==> src/lar_pkg.sv <==
// Package for the line auto-reclose sequencer: register map, reset values,
// timing constants, state codes and the grouped input and output signals.
// Assumes one 10 MHz system clock and an AXI4-Lite register port.
package lar_pkg;
   localparam int LAR_CLK_PERIOD_NS = 100;
   localparam int LAR_TICK_NS       = 1000000;
   localparam int LAR_TICK_CYCLES   = (LAR_TICK_NS + LAR_CLK_PERIOD_NS - 1) / LAR_CLK_PERIOD_NS;
   localparam int LAR_TICKW         = 16;
   localparam int LAR_AW            = 8;
   localparam int LAR_NREG          = 16;
   localparam logic [3:0] LAR_IDX_CTRL    = 4'h0;
   localparam logic [3:0] LAR_IDX_ACTION  = 4'h1;
   localparam logic [3:0] LAR_IDX_CLOSE   = 4'h2;
   localparam logic [3:0] LAR_IDX_RECLAIM = 4'h3;
   localparam logic [3:0] LAR_IDX_DYNBLK  = 4'h4;
   localparam logic [3:0] LAR_IDX_REDUCED = 4'h5;
   localparam logic [3:0] LAR_IDX_SPECIAL = 4'h6;
   localparam logic [3:0] LAR_IDX_STATUS  = 4'h7;
   localparam int LAR_CTRL_SRC    = 0;
   localparam int LAR_CTRL_SYNSW  = 1;
   localparam int LAR_CTRL_SHOTS  = 2;
   localparam int LAR_CTRL_ACCEL  = 4;
   localparam int LAR_ST_CYCLE    = 4;
   localparam int LAR_ST_SUCCESS  = 8;
   localparam logic [31:0] LAR_CLOSE_MIN_MS = 32'h0000000a;
   localparam logic [31:0] LAR_CLOSE_MAX_MS = 32'h00002710;
   localparam logic [31:0] LAR_RST [LAR_NREG] = '{
      32'h00000005, 32'h000003e8, 32'h00000064, 32'h000007d0,
      32'h000005dc, 32'h0000012c, 32'h00000546, 32'h00000000,
      32'h000001f4, 32'h00000258, 32'h000002bc, 32'h00000320,
      32'h000003e8, 32'h000007d0, 32'h00000bb8, 32'h00000fa0};

   typedef enum logic [3:0] {
      LAR_IDLE       = 4'b0000,
      LAR_ACTION     = 4'b0001,
      LAR_WAIT_START = 4'b0010,
      LAR_DEAD       = 4'b0011,
      LAR_RECLAIM    = 4'b0100,
      LAR_FINAL      = 4'b0101,
      LAR_DYNBLK     = 4'b0110
   } lar_state_t;

   typedef struct packed {
      logic ar_external_block_in;
      logic ar_protection_start_in;
      logic ar_reclose_trip_in;
      logic ar_three_phase_trip_in;
      logic ar_special_first_dt_in;
      logic ar_breaker_open_in;
      logic ar_sync_release_in;
      logic ar_manual_close_in;
      logic ar_breaker_ready_in;
      logic ar_dead_time_hold_in;
      logic ar_reduce_dead_time_in;
   } lar_in_t;

   typedef struct packed {
      logic ar_blocked_out;
      logic ar_close_pulse_out;
      logic ar_sync_close_request_out;
      logic ar_final_trip_out;
      logic ar_trip_accel_out;
      logic ar_in_progress_out;
   } lar_out_t;
endpackage

==> src/lar_sequencer.sv <==
// Line auto-reclose sequencer with its settings store on AXI4-Lite.
// Assumes all inputs synchronous to aclk and a 10 MHz clock.
//
// Overview of operation
// - Pickup starts action timer; no trip before expiry enters dynamic block.
// - Start-source setting picks trip fall-away or breaker-open as cycle start.
// - The selected start condition starts the dead-time counter.
// - Four dead times each for three-phase and other trips, by cycle.
// - Dead-time expiry issues the close command without outside request.
// - Close is one common pulse of the close-pulse setting length.
// - Reclaim timer starts with the close command from its setting.
// - Reclaim period stretches until the close pulse has ended.
// - A new trip during reclaim advances to the next cycle.
// - Reclaim expiry without fault flags success and returns to idle.
// - A fault after reclaim expiry restarts at cycle one.
// - Pickup during reclaim keeps the sequence for a later trip.
// - After pickup, reclosing waits for the reclose-start trip.
// - No reclose while the synchro-check release is false.
// - Blocked output is true in the dynamic blocked state and while external block is held.
// - In-progress output is true while a sequence runs.
// - Dead-time hold input delays the dead-time start.
// - Reduce input applies the shortened dead time.
// - Special first dead time for three-phase faults when requested.
// - Synchronous switching raises a close request instead of a close.
// - External block input blocks the function while held.
// - Close pulse setting spans 10 to 10000 ms.
// - Final trip leads into the dynamic blocked state.
//
// Local design decisions: the register offsets and register access over AXI4-Lite.
`timescale 1ns/100ps
module lar_sequencer import lar_pkg::*; #(
   parameter int TICK_CYCLES = LAR_TICK_CYCLES
) (
   input  wire logic               aclk,
   input  wire logic               aresetn,
   input  wire lar_in_t            ar_in,
   output lar_out_t                ar_out,
   input  wire logic [LAR_AW-1:0]  s_axi_awaddr,
   input  wire logic               s_axi_awvalid,
   output logic                    s_axi_awready,
   input  wire logic [31:0]        s_axi_wdata,
   input  wire logic [3:0]         s_axi_wstrb,
   input  wire logic               s_axi_wvalid,
   output logic                    s_axi_wready,
   output logic [1:0]              s_axi_bresp,
   output logic                    s_axi_bvalid,
   input  wire logic               s_axi_bready,
   input  wire logic [LAR_AW-1:0]  s_axi_araddr,
   input  wire logic               s_axi_arvalid,
   output logic                    s_axi_arready,
   output logic [31:0]             s_axi_rdata,
   output logic [1:0]              s_axi_rresp,
   output logic                    s_axi_rvalid,
   input  wire logic               s_axi_rready
);
   logic [31:0]          cfg_reg [LAR_NREG];
   lar_state_t           state_reg, state_next;
   logic [1:0]           cycle_reg, cycle_next;
   logic [31:0]          tmr_reg, tmr_next, pulse_reg, pulse_next;
   logic [LAR_TICKW-1:0] tick_cnt_reg;
   logic                 seq_reg, seq_next, pend_reg, pend_next;
   logic                 three_reg, three_next, succ_reg, succ_set;
   logic                 trip_prev_reg, start_prev_reg, load;
   lar_out_t             out_reg, out_next;
   logic                 awready_reg, bvalid_reg, arready_reg, rvalid_reg;
   logic [1:0]           bresp_reg, rresp_reg;
   logic [31:0]          rdata_reg;

   // Bus decode.
   wire logic       wr_fire = awready_reg & s_axi_awvalid & s_axi_wvalid;
   wire logic       wr_ok   = (s_axi_awaddr[LAR_AW-1:6] == 2'h0);
   wire logic [3:0] widx    = s_axi_awaddr[5:2];
   wire logic       rd_fire = arready_reg & s_axi_arvalid;
   wire logic       rd_ok   = (s_axi_araddr[LAR_AW-1:6] == 2'h0);
   wire logic [3:0] ridx    = s_axi_araddr[5:2];
   wire logic [31:0] wmask  = {{8{s_axi_wstrb[3]}}, {8{s_axi_wstrb[2]}},
                               {8{s_axi_wstrb[1]}}, {8{s_axi_wstrb[0]}}};
   wire logic [31:0] status_word = {23'h0, succ_reg, 2'h0, cycle_reg, state_reg};
   wire logic       succ_clr = wr_fire & wr_ok & (widx == LAR_IDX_STATUS)
                               & s_axi_wstrb[1] & s_axi_wdata[LAR_ST_SUCCESS];

   // Settings decode.
   wire logic [31:0] ctrl      = cfg_reg[LAR_IDX_CTRL];
   wire logic        src_cb    = ctrl[LAR_CTRL_SRC];
   wire logic        synsw     = ctrl[LAR_CTRL_SYNSW];
   wire logic [1:0]  last_cyc  = ctrl[LAR_CTRL_SHOTS +: 2];
   wire logic        accel_en  = ctrl[LAR_CTRL_ACCEL];
   wire logic [31:0] close_set = cfg_reg[LAR_IDX_CLOSE];
   // Out-of-range pulse settings are clamped so a bad write cannot stall reclaim.
   wire logic [31:0] close_ms  = (close_set < LAR_CLOSE_MIN_MS) ? LAR_CLOSE_MIN_MS :
                                 (close_set > LAR_CLOSE_MAX_MS) ? LAR_CLOSE_MAX_MS :
                                 close_set;
   wire logic [3:0]  dt_idx    = {1'b1, three_reg, cycle_reg};
   wire logic [31:0] dead_ms   =
      ar_in.ar_reduce_dead_time_in ? cfg_reg[LAR_IDX_REDUCED] :
      (cycle_reg == 2'h0 && three_reg && ar_in.ar_special_first_dt_in) ?
         cfg_reg[LAR_IDX_SPECIAL] : cfg_reg[dt_idx];

   // Event and timer decode.
   wire logic trip_rise  = ar_in.ar_reclose_trip_in & ~trip_prev_reg;
   wire logic start_rise = ar_in.ar_protection_start_in & ~start_prev_reg;
   wire logic start_cond = src_cb ? ar_in.ar_breaker_open_in
                                  : ~ar_in.ar_reclose_trip_in;
   wire logic tick       = (tick_cnt_reg == LAR_TICKW'(TICK_CYCLES - 1));
   wire logic tmr_zero   = (tmr_reg == 32'h0);
   wire logic pulse_zero = (pulse_reg == 32'h0);
   wire logic last_shot  = (cycle_reg == last_cyc);
   wire logic close_ok   = ar_in.ar_sync_release_in & ar_in.ar_breaker_ready_in;

   genvar g;
   generate
      for (g = 0; g < LAR_NREG; g++) begin : g_cfg
         always_ff @(posedge aclk) begin
            if (!aresetn)
               cfg_reg[g] <= LAR_RST[g];
            else if (wr_fire && wr_ok && widx == 4'(g) && widx != LAR_IDX_STATUS)
               cfg_reg[g] <= (cfg_reg[g] & ~wmask) | (s_axi_wdata & wmask);
         end
      end
   endgenerate

   always_comb begin
      state_next = state_reg;
      cycle_next = cycle_reg;
      seq_next   = seq_reg;
      pend_next  = pend_reg;
      succ_set   = 1'b0;
      load       = 1'b0;
      tmr_next   = (tick && !tmr_zero) ? tmr_reg - 32'h1 : tmr_reg;
      pulse_next = (tick && !pulse_zero) ? pulse_reg - 32'h1 : pulse_reg;
      if (ar_in.ar_external_block_in) begin
         state_next = LAR_IDLE;
         cycle_next = 2'h0;
         seq_next   = 1'b0;
         pend_next  = 1'b0;
         pulse_next = 32'h0;
      end else if (ar_in.ar_manual_close_in) begin
         state_next = LAR_DYNBLK;
         cycle_next = 2'h0;
         seq_next   = 1'b0;
         pend_next  = 1'b0;
         pulse_next = 32'h0;
         tmr_next   = cfg_reg[LAR_IDX_DYNBLK];
         load       = 1'b1;
      end else begin
         case (state_reg)
            LAR_IDLE: begin
               if (trip_rise) begin
                  state_next = LAR_WAIT_START;
                  cycle_next = 2'h0;
                  seq_next   = 1'b1;
               end else if (start_rise) begin
                  state_next = LAR_ACTION;
                  tmr_next   = cfg_reg[LAR_IDX_ACTION];
                  load       = 1'b1;
               end
            end
            LAR_ACTION: begin
               if (trip_rise) begin
                  state_next = (seq_reg && last_shot) ? LAR_FINAL : LAR_WAIT_START;
                  cycle_next = seq_reg ? cycle_reg + 2'h1 : 2'h0;
                  seq_next   = 1'b1;
               end else if (tmr_zero) begin
                  state_next = LAR_DYNBLK;
                  seq_next   = 1'b0;
                  tmr_next   = cfg_reg[LAR_IDX_DYNBLK];
                  load       = 1'b1;
               end
            end
            LAR_WAIT_START: begin
               // A held start condition stays pending until the hold input drops.
               if (start_cond && !ar_in.ar_dead_time_hold_in) begin
                  state_next = LAR_DEAD;
                  tmr_next   = dead_ms;
                  load       = 1'b1;
               end
            end
            LAR_DEAD: begin
               if (trip_rise) begin
                  state_next = LAR_FINAL;
               end else if (tmr_zero && close_ok) begin
                  state_next = LAR_RECLAIM;
                  pend_next  = 1'b0;
                  pulse_next = close_ms;
                  tmr_next   = cfg_reg[LAR_IDX_RECLAIM];
                  load       = 1'b1;
               end
            end
            LAR_RECLAIM: begin
               if (start_rise)
                  pend_next = 1'b1;
               if (trip_rise) begin
                  state_next = last_shot ? LAR_FINAL : LAR_WAIT_START;
                  cycle_next = last_shot ? cycle_reg : cycle_reg + 2'h1;
                  pulse_next = 32'h0;
               end else if (tmr_zero && pulse_zero) begin
                  if (pend_reg || start_rise) begin
                     state_next = LAR_ACTION;
                     tmr_next   = cfg_reg[LAR_IDX_ACTION];
                     load       = 1'b1;
                  end else begin
                     state_next = LAR_IDLE;
                     cycle_next = 2'h0;
                     seq_next   = 1'b0;
                     succ_set   = 1'b1;
                  end
                  pend_next = 1'b0;
               end
            end
            LAR_FINAL: begin
               state_next = LAR_DYNBLK;
               seq_next   = 1'b0;
               cycle_next = 2'h0;
               tmr_next   = cfg_reg[LAR_IDX_DYNBLK];
               load       = 1'b1;
            end
            LAR_DYNBLK: begin
               if (tmr_zero)
                  state_next = LAR_IDLE;
            end
            default: begin
               state_next = LAR_IDLE;
               cycle_next = 2'h0;
               seq_next   = 1'b0;
            end
         endcase
      end
      three_next = (state_next == LAR_WAIT_START && state_reg != LAR_WAIT_START) ?
                   ar_in.ar_three_phase_trip_in : three_reg;
   end

   // Outputs are registered copies of the next state.
   always_comb begin
      out_next.ar_blocked_out = ar_in.ar_external_block_in
                                | (state_next == LAR_DYNBLK);
      out_next.ar_close_pulse_out = (state_next == LAR_RECLAIM) && (pulse_next != 32'h0)
                                    && !synsw;
      out_next.ar_sync_close_request_out = (state_next == LAR_RECLAIM)
                                           && (pulse_next != 32'h0) && synsw;
      out_next.ar_final_trip_out  = (state_next == LAR_FINAL);
      out_next.ar_trip_accel_out  = accel_en && (state_next == LAR_RECLAIM);
      out_next.ar_in_progress_out = seq_next;
   end

   always_ff @(posedge aclk) begin
      if (!aresetn) begin
         state_reg      <= LAR_IDLE;
         cycle_reg      <= 2'h0;
         tmr_reg        <= 32'h0;
         pulse_reg      <= 32'h0;
         tick_cnt_reg   <= '0;
         seq_reg        <= 1'b0;
         pend_reg       <= 1'b0;
         three_reg      <= 1'b0;
         trip_prev_reg  <= 1'b0;
         start_prev_reg <= 1'b0;
         out_reg        <= '0;
      end else begin
         state_reg      <= state_next;
         cycle_reg      <= cycle_next;
         tmr_reg        <= tmr_next;
         pulse_reg      <= pulse_next;
         // Restarting the tick on every load makes each period a whole count of ms.
         tick_cnt_reg   <= (load || tick) ? '0 : tick_cnt_reg + 1'b1;
         seq_reg        <= seq_next;
         pend_reg       <= pend_next;
         three_reg      <= three_next;
         trip_prev_reg  <= ar_in.ar_reclose_trip_in;
         start_prev_reg <= ar_in.ar_protection_start_in;
         out_reg        <= out_next;
      end
   end

   // Success is sticky; a new success in the clearing cycle is kept.
   always_ff @(posedge aclk) begin
      if (!aresetn)
         succ_reg <= 1'b0;
      else
         succ_reg <= succ_set | (succ_reg & ~succ_clr);
   end

   always_ff @(posedge aclk) begin
      if (!aresetn) begin
         awready_reg <= 1'b0;
         bvalid_reg  <= 1'b0;
         bresp_reg   <= 2'h0;
         arready_reg <= 1'b0;
         rvalid_reg  <= 1'b0;
         rresp_reg   <= 2'h0;
         rdata_reg   <= 32'h0;
      end else begin
         awready_reg <= s_axi_awvalid & s_axi_wvalid & ~awready_reg & ~bvalid_reg;
         if (wr_fire) begin
            bvalid_reg <= 1'b1;
            bresp_reg  <= wr_ok ? 2'h0 : 2'h2;
         end else if (s_axi_bready)
            bvalid_reg <= 1'b0;
         arready_reg <= s_axi_arvalid & ~arready_reg & ~rvalid_reg;
         if (rd_fire) begin
            rvalid_reg <= 1'b1;
            rresp_reg  <= rd_ok ? 2'h0 : 2'h2;
            // The close setting reads back as the clamped value actually in force.
            rdata_reg  <= !rd_ok ? 32'h0 :
                          (ridx == LAR_IDX_STATUS) ? status_word :
                          (ridx == LAR_IDX_CLOSE) ? close_ms : cfg_reg[ridx];
         end else if (s_axi_rready)
            rvalid_reg <= 1'b0;
      end
   end

   assign ar_out        = out_reg;
   assign s_axi_awready = awready_reg;
   assign s_axi_wready  = awready_reg;
   assign s_axi_bvalid  = bvalid_reg;
   assign s_axi_bresp   = bresp_reg;
   assign s_axi_arready = arready_reg;
   assign s_axi_rvalid  = rvalid_reg;
   assign s_axi_rresp   = rresp_reg;
   assign s_axi_rdata   = rdata_reg;

   wire logic quiet = !ar_in.ar_external_block_in && !ar_in.ar_manual_close_in;
endmodule // lar_sequencer

==> config.mk <==
export PLATFORM = sky130hd
export DESIGN_NAME = lar_sequencer
export DESIGN_NICKNAME = d
export VERILOG_FILES = /design/src/lar_pkg.sv /design/src/lar_sequencer.sv
export SDC_FILE = /design/constraint.sdc
export NUM_CORES = 2
export LEC_CHECK = 0
export BUFFER_PORTS_ARGS = -buffer_cell sky130_fd_sc_hd__buf_4
export CORE_MARGIN = 2
export CORE_UTILIZATION = 34
export DETAILED_ROUTE_END_ITERATION = 8
export REMOVE_ABC_BUFFERS = 1
export SLEW_MARGIN = 25
export SYNTH_ARGS = -nofsm -noshare
export SYNTH_HDL_FRONTEND = slang
export SYNTH_SLANG_ARGS = --single-unit
==> constraint.sdc <==
create_clock -name aclk -period 5.58 [get_ports aclk]
set_clock_uncertainty 0.05 [all_clocks]
set_input_delay 0.279 -clock aclk [delete_from_list [all_inputs] [get_ports aclk]]
set_output_delay 0.279 -clock aclk [all_outputs]
set_load 0.005 [all_outputs]
# Yosys cells after proc, flatten, opt, wreduce, memory -nomap -nowiden
# Memory sizes are Yosys's and may differ from the RTL's.
# Cells that the tools add are included.
# word_totals
out_inout_bits,47
n_memories,1
mem_bits_rw,512
elab_cells,375
regBits,137
input_bits,70
# memory_table
memory,words,width,rd,rd_clocked_by_memory_dff,write_ports,line,text
cfg_reg,16,32,18,0,16,lar_sequencer.sv:56,logic [31:0] cfg_reg [LAR_NREG];
# op_classes
muxes,156
order_cmp,2
eq_ne,42
bitwise_logic,78
n_reduce_logical,69
n_addsub,4
# op_table
cell,n
$mux 32,42
$and 32x32->32,17
$or 32x32->32,16
$pmux 32 s6,1
$mux 1,84
$logic_not 32->1,2
$pmux 32 s2,1
$sub 32x1->32 const B,2
$mux 4,12
$logic_and 1x1->1,46
$eq 4x3->1 const B,11
$eq 4x4->1 const B,8
$gt 32x14->1 const B,1
$lt 32x4->1 const B,1
$not 32->32,1
$reduce_bool 32->1,1
$pmux 4 s7,1
$eq 4x2->1 const B,6
$mux 2,9
$or 1x1->1,18
$add 16x1->16 const B,1
$and 1x1->1,16
$eq 16x14->1 const B,1
$ne 2x2->1 const B,7
other kinds (21),46

# Logic depth before layout (Yosys ltp)
# logic_depth
depth_word,12
depth_mapped,16
ltp_nobuf,10

# Worst setup path before layout
# No wires, ideal clock.
# synth_timing
path_type,reg-to-reg
startpoint,reg awready_reg (netlist: s_axi_awready)
endpoint,mem cfg_reg[5][0] (enable)
setup_ns,0.466
arrival_ns,3.594
slack_ns,1.471
n_path_buf,1
required_ns,5.064
period_less_slack_ns,4.109
path_stages_with_launch,7
path_cell_list,dfxtp_1 > nand3_1 > nor3_1 > nand2_1 > or2_2 > clkbuf_1 > o21ai_0
# synth_rtl
item,line,text
"start, declared",lar_sequencer.sv:65,"logic awready_reg, bvalid_reg, arready_reg, rvalid_reg;"
"start signal, assigned",lar_sequencer.sv:292,awready_reg <= s_axi_awvalid & s_axi_wvalid & ~awready_reg & ~bvalid_reg;
"end, declared",lar_sequencer.sv:56,

# Worst setup path in the final report
# layout_timing
startpoint,reg tmr_reg[22]
endpoint,reg tick_cnt_reg[14]
# layout_via
elab_chain_cells,9
word_cells_on_any_way,14
cone_classes,mux: 9; reduce/logical: 5
# layout_rtl
item,line,text
"start, declared",lar_sequencer.sv:59,"logic [31:0] tmr_reg, tmr_next, pulse_reg, pulse_next;"
"start signal, assigned",lar_sequencer.sv:261,tmr_reg <= tmr_next;
$logic_not 32->1 *,lar_sequencer.sv:105,wire logic tmr_zero = (tmr_reg == 32'h0);
$logic_and 1x1->1 (on tied branches),"lar_sequencer.sv:196, lar_sequencer.sv:181",
$mux 1 (on tied branches),"lar_sequencer.sv:196, lar_sequencer.sv:181",
$mux 1 (on tied branches),"lar_sequencer.sv:192, lar_sequencer.sv:179",
$pmux 1 s6 *,lar_sequencer.sv:146,case (state_reg)
$mux 1 *,lar_sequencer.sv:137,end else if (ar_in.ar_manual_close_in) begin
$mux 1 *,lar_sequencer.sv:131,if (ar_in.ar_external_block_in) begin
$logic_or 1x1->1 *,lar_sequencer.sv:264,tick_cnt_reg <= (load || tick) ? '0 : tick_cnt_reg + 1'b1;
$reduce_or 2->1 (no line) *,--,
"end signal, assigned",lar_sequencer.sv:264,
"end, declared",lar_sequencer.sv:60,logic [LAR_TICKW-1:0] tick_cnt_reg;
# Every way passes the cells marked *; elsewhere a longest branch is shown, timed or not.
# A chain may end at the register's enable or synchronous reset.

==> impl_summary.log <==
INFO  metric die_h = 331.0 microns
INFO  metric hold_violations = 0
INFO  metric maximum_ir_drop_on_the_vdd_rail = 0.1907 mV
INFO  metric synth_largest_area_cell = edfxtp_1
INFO  metric pre_repair_dr_iteration_count = 6
INFO  metric period_needed = 3.775 ns
INFO  metric critPathRequiredTime = 6.03 ns
INFO  metric antenna_found_initial = 2
INFO  metric share_comb_of_total_power = 10.2%
INFO  metric ys_async_sr_fraction = 0%
INFO  metric worstPathCellList = nor4_1, nand4_1, or3_1, a22oi_2, o2111ai_4, nor2_4, or3_1, nor2_1
INFO  metric antenna-diode-count = 0
INFO  metric fmaxAchievable = 0.2649 GHz
INFO  metric clock_tree_from_tritoncts = done
INFO  metric crit_arrival = 4.22 ns
INFO  metric grt_overflow = 0
INFO  metric synthTopCellsByCount = edfxtp_1 (504), a21oi_1 (499), nand2b_1 (486), nand2_1 (211), nor2_1 (204)
INFO  metric final-instance-count-excl-fill = 4,817
INFO  metric power_per_cell_area = 277.6 nW/um^2
INFO  metric synth-seq-area-share = 49.05%
INFO  metric worstPathMaxFanout = 16
INFO  metric layout-drive-gt1-share = 16.84%
INFO  metric cp-end-kind = flop
INFO  metric clk_path_buf_depth = 3
INFO  metric grt_first_pass_wirelength = 196,600 microns
INFO  metric postSynthCellCount = 3,336
INFO  metric timing.final.crit_share = 67.66%
INFO  metric latest_clock_arrival_within_the_worst_skew_pair = 0.65 ns
INFO  metric rsz0062_at_grt = no
INFO  metric area_share_of_xor_xnor_cells_in_the_synthesized_design = 1.782%
INFO  metric synth_top_flop_cell = edfxtp_1
INFO  metric place_congestion = 0.9728
INFO  metric area.sequential = 17,850 sq um
INFO  metric cts.sink_count = 639
INFO  metric num_io_pins = 117
INFO  metric yosys.cell_count.top_type = edfxtp_1
INFO  metric grt_max_degree = 74
INFO  metric hold_path_startpoint = aresetn
INFO  metric worst-r2r-setup-slack = 1.80 ns
INFO  metric die_area = 109,600 sq um
INFO  metric worst_setup_hold_path_clk_slew = 0.06 ns
INFO  metric critPathKind = flop to flop
INFO  metric synth.distinct_cells = 89
INFO  metric worstReg2RegEnd = tick_cnt_reg[14]$_SDFF_PP0_
INFO  metric hold-path-endpoint = tmr_reg[12]$_SDFF_PN0_
INFO  metric count_of_final_setup_violators = 0
INFO  metric yosys.area.top_type_share = 41.62%
INFO  metric die_x = 331.0 microns
INFO  metric run_status = finished, final reports clean
INFO  metric rr_worst_depth = 8
INFO  metric slew_viol_final = 0
INFO  metric synth_simple_gate_area_share = 18.45%
INFO  metric synth_top_family_by_area = simple AND/OR/NAND/NOR gates
INFO  metric hpwl = 87,110 microns
INFO  metric initial_utilization = 34.40%
INFO  metric drt-vias-per-instance = 6.010
INFO  metric port_buffers = 110
INFO  metric timing.rr.start = tmr_reg[22]$_SDFF_PN0_
INFO  metric synth.area.mux_share = 13.02%
INFO  metric route.antenna.remaining_nets = 0
INFO  metric synthToLayoutAreaGrowth = 13.53%
INFO  metric internal_power = 8.490 mW
INFO  metric drt_iter0_markers = 3,945
INFO  metric worst_setup_path_start_kind = flop
INFO  metric synth.area.top_cells = edfxtp_1 (42%), mux4_2 (12%), nand2b_1 (8.4%)
INFO  metric fin_ws = 1.805 ns
INFO  metric yosys_warnings = 0
INFO  metric max_slew_margin = 22.46%
INFO  metric layout.nets = 3,442
INFO  metric grt.total_usage = 24.30%
INFO  metric setup_repair_bufs_after_cts = 0
INFO  metric p_seq_share = 47.1%
INFO  metric total_switching_power = 2.970 mW
INFO  metric hold_path_depth = 2
INFO  metric post-route-drc-count = 0
INFO  metric synth-adder-area-share = 0.2064%
INFO  metric routed-via-count = 28,950
INFO  metric crit_slowest_cell = or3_1
INFO  metric placeableCoreArea = 105,700 sq um
INFO  metric num_rows = 119
INFO  metric crit_path_max_incr_delay = 0.60 ns
INFO  metric min-delay-path-class = input pin to flop
INFO  metric power_switching_share = 25.92%
INFO  metric final.fill_count = 10,300
INFO  metric detail_route.wl_per_cell = 27.97 microns
INFO  metric placedCellCount = 4,670
INFO  metric worst_slew_pin_slew = 1.155 ns
INFO  metric share_clk_of_total_power = 42.7%
INFO  metric ys_seq_elements = 639
INFO  metric multi_input_comb_area = 17,590 sq um
INFO  metric cts_buffers = 75
INFO  metric cts_root_buffer = clkbuf_16
INFO  metric largest_register_ff_count = 504
INFO  metric grt_pass1_vias = 27,910
INFO  metric number_of_enable_type_register_cells_in_the_synthesized_netlist = 504
INFO  metric cellLeakagePower = 13.51 nW
INFO  metric routed_wl = 134,700 microns
INFO  metric pre_cts_slack = 1.915 ns
INFO  metric synth_compound_gate_area_share = 14.06%
INFO  metric htree_levels = 3
INFO  metric tns = 0 ns
INFO  metric synthesis.area = 36,370 sq um
INFO  metric crit_path_frequent_cell = or3_1
INFO  metric max_cap_violations = 0
INFO  metric synth_area_per_cell = 10.90 sq um
layout make-up:
| class | instances | share of cell area, % |
|---|---|---|
| Inverter | 28 | 0.2606 |
| Clock buffer | 106 | 5.176 |
| Tap cell | 1391 | 4.216 |
| Multi-Input combinational cell | 2422 | 42.61 |
| Sequential cell | 639 | 43.23 |
| Timing Repair Buffer | 200 | 3.891 |
| Clock inverter | 31 | 0.6213 |
how the worst max path moves through the flow:
| stage | from | end | slack [ns] | cells after the start |
|---|---|---|---|---|
| 3_3_place_gp | tmr_reg[22]$_SDFF_PN0_ | tick_cnt_reg[12]$_SDFF_PP0_ | 1.91 | 8 |
| 2_1_floorplan | three_reg$_SDFFE_PN0P_ | tmr_reg[2]$_SDFF_PN0_ | 0.11 | 7 |
| 3_5_place_dp | s_axi_awready$_SDFF_PN0_ | cfg_reg[0][7]$_SDFFCE_PN0P_ | 1.91 | 6 |
| 6_report | tmr_reg[22]$_SDFF_PN0_ | tick_cnt_reg[14]$_SDFF_PP0_ | 1.80 | 8 |
| 5_1_grt | tmr_reg[22]$_SDFF_PN0_ | tick_cnt_reg[2]$_SDFF_PP0_ | 1.66 | 8 |
| 4_1_cts | s_axi_awready$_SDFF_PN0_ | cfg_reg[0][7]$_SDFFCE_PN0P_ | 1.88 | 6 |
placed cells by master (no fill, tap or decap), drive strengths merged, types with 29 or more instances in the layout:
master	synthesis	routed
nand2b	486	486
dfxtp	135	135
buf	73	189
nand3	118	118
xnor2	45	45
edfxtp	504	504
nor3	46	46
mux4	198	198
o21ai	103	103
xor2	29	29
inv	27	33
a21oi	500	500
clkbuf	200	107
nor2	206	206
a22oi	30	30
nor4	31	31
nand2	211	211
through the flow:
stage	power, mW	hold WS (ns)	instance area, sq um	util, %
floorplan	6.088	0.3221	35320	-
global placement	6.627	0.3771	38750	36.66
detailed placement	6.638	0.3911	38790	36.69
CTS	11.50	0.01705	41280	39.05
global route	11.78	0.03854	41290	39.05
finish	11.46	0.06740	41290	39.05
metal layers:
layer  wire length (microns)  up-vias  GRT usage, %
met5                      13        -             0
met1                   54640    14450         32.99
met3                   13230      287         5.423
met4                    6124        2         10.44
li1                        -    12590             -
met2                   60710     1628         37.36
timing repair:
action                                  4_1_cts  5_1_grt
endpoints found under the setup margin        0        0
endpoints found under the hold margin         9        0
hold buffers                                 10        0
resized for setup                             0        0
worst max-delay path: cells and delay by family, from the launching register on:
family	cells	cell delay (ns)
DFF	1	0.35
and+or+nand+nor	6	2.59
AOI/OAI and AO/OA	2	0.63
power by group through the flow:
stage / clock, mW / sequential [mW] / combinational (mW)
2_1_floorplan: 0 / 5.46 / 0.623
3_3_place_gp: 0 / 5.49 / 1.14
3_5_place_dp: 0 / 5.49 / 1.15
4_1_cts: 4.95 / 5.39 / 1.16
5_1_grt: 5.13 / 5.41 / 1.24
6_report: 4.89 / 5.40 / 1.17
kinds of logic after synthesis:
logic type               after synthesis
multiplexers                         225
adder cells (fa/ha/maj)                6
other                                  1
AO/OA/AOI/OAI                        851
flip-flops                           639
buffers and inverters                301
AND/OR/NAND/NOR                     1239
XOR/XNOR                              74
No activity file was read; power rests on OpenSTA's default activity.
